File: config.mk
export PLATFORM = sky130hd
export DESIGN_NAME = anr_regs
export DESIGN_NICKNAME = d
export VERILOG_FILES = /design/src/verilog/anr_pkg.sv /design/src/verilog/anr_stat_if.sv /design/src/verilog/anr_regs.sv /design/src/verilog/anr_rx_status.sv
export VERILOG_INCLUDE_DIRS = /design/src /design/src/verilog
export SDC_FILE = /design/constraint.sdc
export NUM_CORES = 1
export LEC_CHECK = 0
export BUFFER_PORTS_ARGS = -buffer_cell sky130_fd_sc_hd__buf_2
export CORE_MARGIN = 10
export CORE_UTILIZATION = 46
export DETAILED_ROUTE_END_ITERATION = 8
export PLACE_DENSITY = 0.79
export SLEW_MARGIN = 20
export SYNTH_ARGS = -nofsm -noshare
export SYNTH_HDL_FRONTEND = slang
export SYNTH_SLANG_ARGS = --single-unit
File: constraint.sdc
create_clock -name clock -period 2 [get_ports clock]
set_clock_uncertainty 0.15 [all_clocks]
set_input_delay 0.3 -clock clock [delete_from_list [all_inputs] [get_ports clock]]
set_output_delay 0.3 -clock clock [all_outputs]
set_load 0.01 [all_outputs]
File: src/verilog/anr_params.svh
`ifndef ANR_PARAMS_SVH
`define ANR_PARAMS_SVH

// Register word offsets on the management port
`define ANR_OFF_LPA      5'h05
`define ANR_OFF_EXP      5'h06
`define ANR_OFF_NPT      5'h07

// Partner ability word
`define ANR_LPA_ACK      14
`define ANR_LPA_RSV      12
`define ANR_LPA_LOADMASK 16'hafff
`define ANR_LPA_RST      16'h0000

// Expansion word
`define ANR_EXP_LOC_ABLE 6
`define ANR_EXP_LOC      5
`define ANR_EXP_PDF      4
`define ANR_EXP_LPNP     3
`define ANR_EXP_NPABLE   2
`define ANR_EXP_PAGERX   1
`define ANR_EXP_LPAN     0
`define ANR_EXP_RSV_HI   15
`define ANR_EXP_RSV_LO   7
`define ANR_EXP_RST      16'h0064

// Next page transmit word
`define ANR_NPT_NP       15
`define ANR_NPT_ACK      14
`define ANR_NPT_MP       13
`define ANR_NPT_MESSAGE_COMPLY_FLAG     12
`define ANR_NPT_TOG      11
`define ANR_NPT_WMASK    16'hb7ff
`define ANR_NPT_RST      16'h2001

`define ANR_ZERO16       16'h0000

`endif

File: src/verilog/anr_pkg.sv
package anr_pkg;

	typedef struct packed {
		logic [15:0] lpa;
		logic        ack;
		logic        page_rx;
		logic        parallel_detect_fault;
		logic        lpnp;
		logic        lpan;
		logic        toggle;
	} anr_rx_state_t;

	typedef struct packed {
		logic [15:0] npt;
		logic [15:0] rdata;
	} anr_reg_state_t;

endpackage : anr_pkg

File: src/verilog/anr_stat_if.sv
`timescale 1ns/100ps
interface anr_stat_if;
	logic [15:0] lpa_word;
	logic [15:0] exp_word;
	logic        sync_toggle;
	logic        clr_page_rx;

	modport status (
		output lpa_word,
		output exp_word,
		output sync_toggle,
		input  clr_page_rx
	);

	modport regs (
		input  lpa_word,
		input  exp_word,
		input  sync_toggle,
		output clr_page_rx
	);
endinterface : anr_stat_if

File: src/verilog/anr_regs.sv
// Chosen here: the address-and-strobe port.
`timescale 1ns/100ps
`include "anr_params.svh"
// Overview of operation
// - Partner ability register loads the partner's received base page.
// - With next pages, later pages may overwrite it after completion.
// - Partner acknowledge bit 14 follows only the negotiation engine.
// - Bits 15 and 13 show partner next page request and fault.
// - Bits 11 and 10 show partner asymmetric and symmetric pause.
// - Bits 9 to 5 show partner speed and duplex abilities.
// - Bits 4 to 0 hold partner selector, reset to zero.
// - Ability bit 12 reads zero; software writes it as zero.
// - Expansion bits 15 to 7 ignore writes and read zero.
// - Expansion bit 6 reads one: location bit is meaningful.
// - Expansion bit 5 reads one: partner next pages in register 5.
// - Expansion bit 4 shows a parallel detection fault.
// - Expansion bit 3 shows partner next page ability.
// - Expansion bit 2 reads fixed one: local next page able.
// - Expansion bit 1 sets on page received, clears on read.
// - Expansion bit 0 shows partner negotiation ability.
// - Next page transmit register holds the page sent to partner.
// - Bit 13 resets to one; selects message or unformatted page.
// - Read-only bit 11 is inverse of last exchanged toggle.
// - Code field bits 10 to 0 writable, reset to null page.
module anr_regs
	import anr_pkg::*;
#(
	parameter int ADDR_W = 5
)
(
	// Clock and reset
	input  wire logic              clock,
	input  wire logic              srst,
	// Management register port
	input  wire logic [ADDR_W-1:0] reg_addr,
	input  wire logic [15:0]       reg_wdata,
	input  wire logic              reg_wr,
	input  wire logic              reg_rd,
	output logic      [15:0]       reg_rdata,
	// Pages from the negotiation engine
	input  wire logic              base_page_valid,
	input  wire logic [15:0]       base_page_word,
	input  wire logic              next_page_valid,
	input  wire logic [15:0]       next_page_word,
	input  wire logic              an_complete,
	input  wire logic              partner_ack,
	// Status levels and events
	input  wire logic              parallel_fault,
	input  wire logic              partner_local_extra_page_capable,
	input  wire logic              partner_an_able,
	input  wire logic              page_received,
	input  wire logic              lcw_exchanged,
	input  wire logic              lcw_toggle,
	// Page to transmit
	output logic      [15:0]       np_tx_word
);

	anr_stat_if     st ();
	anr_reg_state_t r_reg;
	anr_reg_state_t r_next;
	logic           hit_lpa;
	logic           hit_exp;
	logic           hit_npt;

	anr_rx_status u_rx_status (
		.clock           (clock),
		.srst            (srst),
		.base_page_valid (base_page_valid),
		.base_page_word  (base_page_word),
		.next_page_valid (next_page_valid),
		.next_page_word  (next_page_word),
		.an_complete     (an_complete),
		.partner_ack     (partner_ack),
		.parallel_fault  (parallel_fault),
		.partner_local_extra_page_capable (partner_local_extra_page_capable),
		.partner_an_able (partner_an_able),
		.page_received   (page_received),
		.lcw_exchanged   (lcw_exchanged),
		.lcw_toggle      (lcw_toggle),
		.st              (st.status)
	);

	assign hit_lpa = (reg_addr == ADDR_W'(`ANR_OFF_LPA));
	assign hit_exp = (reg_addr == ADDR_W'(`ANR_OFF_EXP));
	assign hit_npt = (reg_addr == ADDR_W'(`ANR_OFF_NPT));

	// Reading the expansion word is what acknowledges a page event
	assign st.clr_page_rx = reg_rd && hit_exp;

	always_comb
	begin
		r_next       = r_reg;
		r_next.rdata = `ANR_ZERO16;
		// Only writable fields take the data; others are cleared to zero
		if (reg_wr && hit_npt)
			r_next.npt = reg_wdata & `ANR_NPT_WMASK;
		if (reg_rd)
		begin
			if (hit_lpa)
				r_next.rdata = st.lpa_word;
			else if (hit_exp)
				r_next.rdata = st.exp_word;
			else if (hit_npt)
			begin
				r_next.rdata = r_reg.npt;
				r_next.rdata[`ANR_NPT_TOG] = st.sync_toggle;
			end
		end
		if (srst)
		begin
			r_next.npt   = `ANR_NPT_RST;
			r_next.rdata = `ANR_ZERO16;
		end
	end

	always_ff @(posedge clock)
	begin
		r_reg <= r_next;
	end

	assign reg_rdata = r_reg.rdata;

	always_comb
	begin
		np_tx_word               = r_reg.npt;
		np_tx_word[`ANR_NPT_ACK] = 1'b0;
		np_tx_word[`ANR_NPT_TOG] = st.sync_toggle;
	end
endmodule : anr_regs

File: src/verilog/anr_rx_status.sv
`timescale 1ns/100ps
`include "anr_params.svh"
module anr_rx_status
	import anr_pkg::*;
(
	// Clock and reset
	input  wire logic        clock,
	input  wire logic        srst,
	// Pages from the negotiation engine
	input  wire logic        base_page_valid,
	input  wire logic [15:0] base_page_word,
	input  wire logic        next_page_valid,
	input  wire logic [15:0] next_page_word,
	input  wire logic        an_complete,
	input  wire logic        partner_ack,
	// Status levels and events
	input  wire logic        parallel_fault,
	input  wire logic        partner_local_extra_page_capable,
	input  wire logic        partner_an_able,
	input  wire logic        page_received,
	input  wire logic        lcw_exchanged,
	input  wire logic        lcw_toggle,
	// Register side
	anr_stat_if.status       st
);

	anr_rx_state_t s_reg;
	anr_rx_state_t s_next;

	always_comb
	begin
		s_next = s_reg;
		if (base_page_valid)
			s_next.lpa = base_page_word & `ANR_LPA_LOADMASK;
		// Late pages replace the base page once negotiation is done
		else if (next_page_valid && an_complete && partner_local_extra_page_capable)
			s_next.lpa = next_page_word & `ANR_LPA_LOADMASK;
		s_next.ack  = partner_ack;
		s_next.parallel_detect_fault  = parallel_fault;
		s_next.lpnp = partner_local_extra_page_capable;
		s_next.lpan = partner_an_able;
		// Set beats the read-clear so no page event is lost
		if (page_received)
			s_next.page_rx = 1'b1;
		else if (st.clr_page_rx)
			s_next.page_rx = 1'b0;
		if (lcw_exchanged)
			s_next.toggle = ~lcw_toggle;
		if (srst)
		begin
			s_next         = '0;
			s_next.lpa     = `ANR_LPA_RST;
		end
	end

	always_ff @(posedge clock)
	begin
		s_reg <= s_next;
	end

	always_comb
	begin
		st.lpa_word                = s_reg.lpa;
		st.lpa_word[`ANR_LPA_ACK]  = s_reg.ack;
		st.lpa_word[`ANR_LPA_RSV]  = 1'b0;
		st.exp_word                = `ANR_ZERO16;
		st.exp_word[`ANR_EXP_LOC_ABLE] = 1'b1;
		st.exp_word[`ANR_EXP_LOC]      = 1'b1;
		st.exp_word[`ANR_EXP_PDF]      = s_reg.parallel_detect_fault;
		st.exp_word[`ANR_EXP_LPNP]     = s_reg.lpnp;
		st.exp_word[`ANR_EXP_NPABLE]   = 1'b1;
		st.exp_word[`ANR_EXP_PAGERX]   = s_reg.page_rx;
		st.exp_word[`ANR_EXP_LPAN]     = s_reg.lpan;
		st.sync_toggle             = s_reg.toggle;
	end

endmodule : anr_rx_status

Yosys cells after proc, flatten, opt, wreduce, memory -nomap -nowiden:

Cells that the tools add are included.

* flip-flop bits (word level): 50
* logic and storage cells: 31

* bitwise gates (word level): 3
* reduce and logical (&&, ||, !) cells: 8
* mux-type cells: 7
* equality and inequality tests: 3

Operators by type and width (count)
* $mux 16: 5
* $eq 5x3->1 const B: 3
* $reduce_or 5->1: 1
* $logic_and 1x1->1: 4
* $reduce_bool 2->1: 2
* $not 1->1: 3
* $mux 1: 2
* $reduce_or 2->1: 1

Longest topological paths before layout:

* word-level depth: 4
* mapped depth: 7
* depth with buffers taken out: 3

Hierarchy:

A second synthesis with hierarchy kept.

* cells, all modules: 275
* area, all modules: 2696.3 µm²

By module, submodules not included
* anr_regs: times used 1, cells an instance 178, area each 1665.3 µm²
* anr_rx_status: times used 1, cells an instance 97, area each 1031.0 µm²

Least setup slack after synthesis:

OpenSTA, ideal clock, no wires.

* path type: input-to-reg
* from: input reg_addr[4]
* to: register u_rx_status.s_reg, in the netlist u_rx_status.st.exp_word[1]
* slack: 0.512 ns
* arrival: 1.206 ns
* buffers on the path: 1
* required time: 1.717 ns
* stages on the path: 4
* path through: or3b_2 -> clkbuf_1 -> o31ai_1 -> a21oi_1

* word-level cells in the longest chain between the ends: 3

Ends and longest elaborated chain
* start, declared: RTL line anr_regs.sv:35 `input wire logic [ADDR_W-1:0] reg_addr,`
* $eq 5x3->1: RTL line anr_regs.sv:84 `` assign hit_exp = (reg_addr == ADDR_W'(`ANR_OFF_EXP)); ``
* $logic_and 1x1->1: RTL line anr_regs.sv:88 `assign st.clr_page_rx = reg_rd && hit_exp;`
* $reduce_bool 2->1 (no source line)
* end signal, assigned: RTL line anr_rx_status.sv:58 `s_reg <= s_next;`
* end, declared: RTL line anr_rx_status.sv:27 `anr_rx_state_t s_reg;`

No other way between the ends.
A chain may end at the register's enable or synchronous reset.

Final worst setup path:

Same ends and word-level chain as after synthesis.

==> impl_results.md <==
* Total number of vias at 1776
* Net count, final at 375
* HP Class: input port to flop
* Critical path type: input port to flop
* # clock sinks at 50
* Worst reg2reg path startpoint: np_tx_word[0]$_SDFFE_PP1P_
* Die span in y at 88.0 um
* WHS Endpoint: u_rx_status.st.sync_toggle$_SDFFE_PP0P_
* Crit. End Element: flop
* Post-synth EDFFs at 0
* Postcts setup bufs at 0
* Die Wd at 88.0 um
* Gr ovfl total at 0
* Routability cong. at 0.755
* Share of cells above drive strength 1 at between 30% and 40%
* Core box area at around 4400 um2
* Register area at 1000 um2
* CTS Buf Count at 5
* Clock power frac at 29.8%
* Starting DRT DRC Count at 122
* Hold depth at 2
* Clock root cell: clkbuf_8
* Most frequent cells in the layout: 91 x buf_2, 50 x dfxtp_1, 28 x mux2i_1
* Max VDD drop at 277 uV
* Drt drc at 0
* CTS tree: built
* Reg power frac at 58.6%
* Die area at 7740 um2
* Clk_lat worst skew at 0.29 ns
* Largest net degree at the start of global routing at 33
* Lkg Pwr at about 1.2 nW
* Pwr per Cell Area at 683 nW/um2
* Io pins at 99
* Max Freq at 778 MHz
* Number of routed nets with antenna violations at 0
* Routed wire per std cell at 14.6 um
* Worst-path clk slew at about 0.08 ns
* Finish-stage setup viols at 0
* Seq/Total Area, Yosys at 47.1%
* Vias in the first global route at roughly 1.8k
* Final std cells w/o fill at 360
* Library cells used by synthesis at 26
* Most common cell after layout, fill and taps aside: buf_2
* Rows at 24
* Filler instances at 386
* Net switching fraction of the power at 23.2%
* CTS max path bufs at 2
* Period utilization at 64.2%
* Synth Net Count at roughly 290
* Max_cap viols at 0
* R2R cell count at 2
* Placed insts at about 350
* Final min period at 1.28 ns
* Setup_tns at 0 ns
* Port-buffer cells at 91
* Synth async-reset ratio at 0%
* Flops & latches, synth at 50
* Gate Count Post-Synth at 227
* Int Pwr at about 0.0014 W
* Initial Utilization at 48.1%
* Diodes inserted at 0
* Final Hold Fails at 0
* Critical path launch point type: input port
* Antenna violations before repair at 1
* Reg-to-Reg End: reg_rdata[0]$_SDFF_PP0_
* Pre-Repair DR Iteration Count at 4
* Crit-path max FO at 7
* Syn Area/Cell at 9.36 um2
* CP required at 2.02 ns
* Measured slew at the worst slew-check pin at 0.579 ns
* Hold Path Origin: lcw_toggle
* Warnings from Yosys at 0
* Via density at 4.93
* H-tree depth at 2
* Outcome: finished, final reports clean
* Post-DP HPWL at 4190 um
* NetSw at 0.000414 W
* Cts hold-fix bufs at 0
* Unrepaired setup endpoints after global routing: no
* Place WS at 0.413 ns
* Mapped Area at 2120 um2
* PostCTS Resize Cnt at 0
* Slew headroom at 61.3%
* Ys flop type: dfxtp_1
* Gr usage total at approximately an eighth
* Worst Setup Slack, final at 0.715 ns
* CP arrival at 1.31 ns
* Area grow syn2layout at 23.1%
* Combinational share of power at between 10% and 20%
* Multi-input logic area at 987 um2
* Max-slew violations at 0
* First-pass GRT wire length at 8320 um
* Reg-to-reg setup timing slack at between 1 and 1.5 ns
* Routed WL at 5260 um
-- cells in the mapped netlist (all sizes together), types with 2 or more instances --
cell	number	area (um2)
dfxtp	50	1000
mux2i	28	280
nand2b	25	156
nor2	23	86.3
a211oi	15	113
a21oi	15	75.1
nand3	14	70.1
buf	12	98.8
clkbuf	8	30.0
nand2	8	30.0
nor2b	6	37.5
nor3	6	30.0
nor4	4	25.0
o21ai	3	15.0
inv	2	7.51
-- state kept, by name, summed over array words and instances (netlist names) --
name / cells
reg_rdata: 16
u_rx_status.st.lpa_word: 15
np_tx_word: 14
u_rx_status.st.exp_word: 4
u_rx_status.st.sync_toggle: 1
-- cells by family (layout without fill, tap and decap cells) --
group                  Yosys count  in the layout  synth area share (%)
and+or+nand+nor                 91             91                  22.8
DFF                             50             50                  47.1
AOI/OAI and AO/OA               35             35                  10.3
muxes                           28             28                  13.2
buffers and inverters           22            103                  6.42
other                            1              1                 0.177
-- power groups by stage --
stage                     sequential (W)  clock, W  combinational (W)
final                            0.00105  0.000532           0.000208
after global routing             0.00105  0.000587           0.000233
after CTS                        0.00105  0.000552           0.000210
after detailed placement         0.00107         0           0.000209
after global placement           0.00107         0           0.000204
after floorplan                  0.00107         0           0.000133
-- worst max path at each step --
stage / from / endpoint / slack, ns / cells past startpoint
2_1_floorplan: reg_addr[4] / u_rx_status.st.exp_word[1]$_SDFFE_PP0P_ / 0.51 / 4
3_5_place_dp: reg_addr[4] / u_rx_status.st.exp_word[1]$_SDFFE_PP0P_ / 0.41 / 4
4_1_cts: np_tx_word[13]$_SDFFE_PP1P_ / np_tx_word[13] / 0.72 / 1
5_1_grt: srst / reg_rdata[3]$_SDFF_PP0_ / 0.62 / 4
6_report: reg_addr[4] / u_rx_status.st.exp_word[1]$_SDFFE_PP0P_ / 0.72 / 4
3_3_place_gp: reg_addr[4] / u_rx_status.st.exp_word[1]$_SDFFE_PP0P_ / 0.41 / 4
-- worst max-delay path, cell delays in order --
cell	delay, ns
buf_2	0.11
or3b_2	0.55
o31ai_1	0.26
a21oi_1	0.09
-- through the flow --
step / hold slack (ns) / power, W / area, um2 / util [%]
2_1_floorplan: 0.246 / 0.00120 / 2120 / -
3_3_place_gp: 0.258 / 0.00127 / 2540 / 57.5
3_5_place_dp: 0.266 / 0.00128 / 2540 / 57.5
4_1_cts: 0.0328 / 0.00181 / 2620 / 59.2
5_1_grt: 0.0316 / 0.00187 / 2620 / 59.2
6_report: 0.0395 / 0.00179 / 2620 / 59.2
-- layer usage --
metal,routed length [um],share of wire (%),track usage (%),vias up
met5,13,0.25,0,-
met4,85,1.6,4.93,2
met3,468,8.9,4.74,10
met2,2430,46,21.1,71
met1,2260,43,16.1,757
li1,-,-,-,936
-- layout make-up --
cell class / instances / share of cell area [%]
inverters: 2 / 0.287
clock buffers: 7 / 2.92
well taps: 52 / 2.49
repair buffers: 94 / 18.3
flip-flops and latches: 50 / 38.3
multi-input cells: 155 / 37.8
Note: power is estimated with default switching activity, not from simulation.
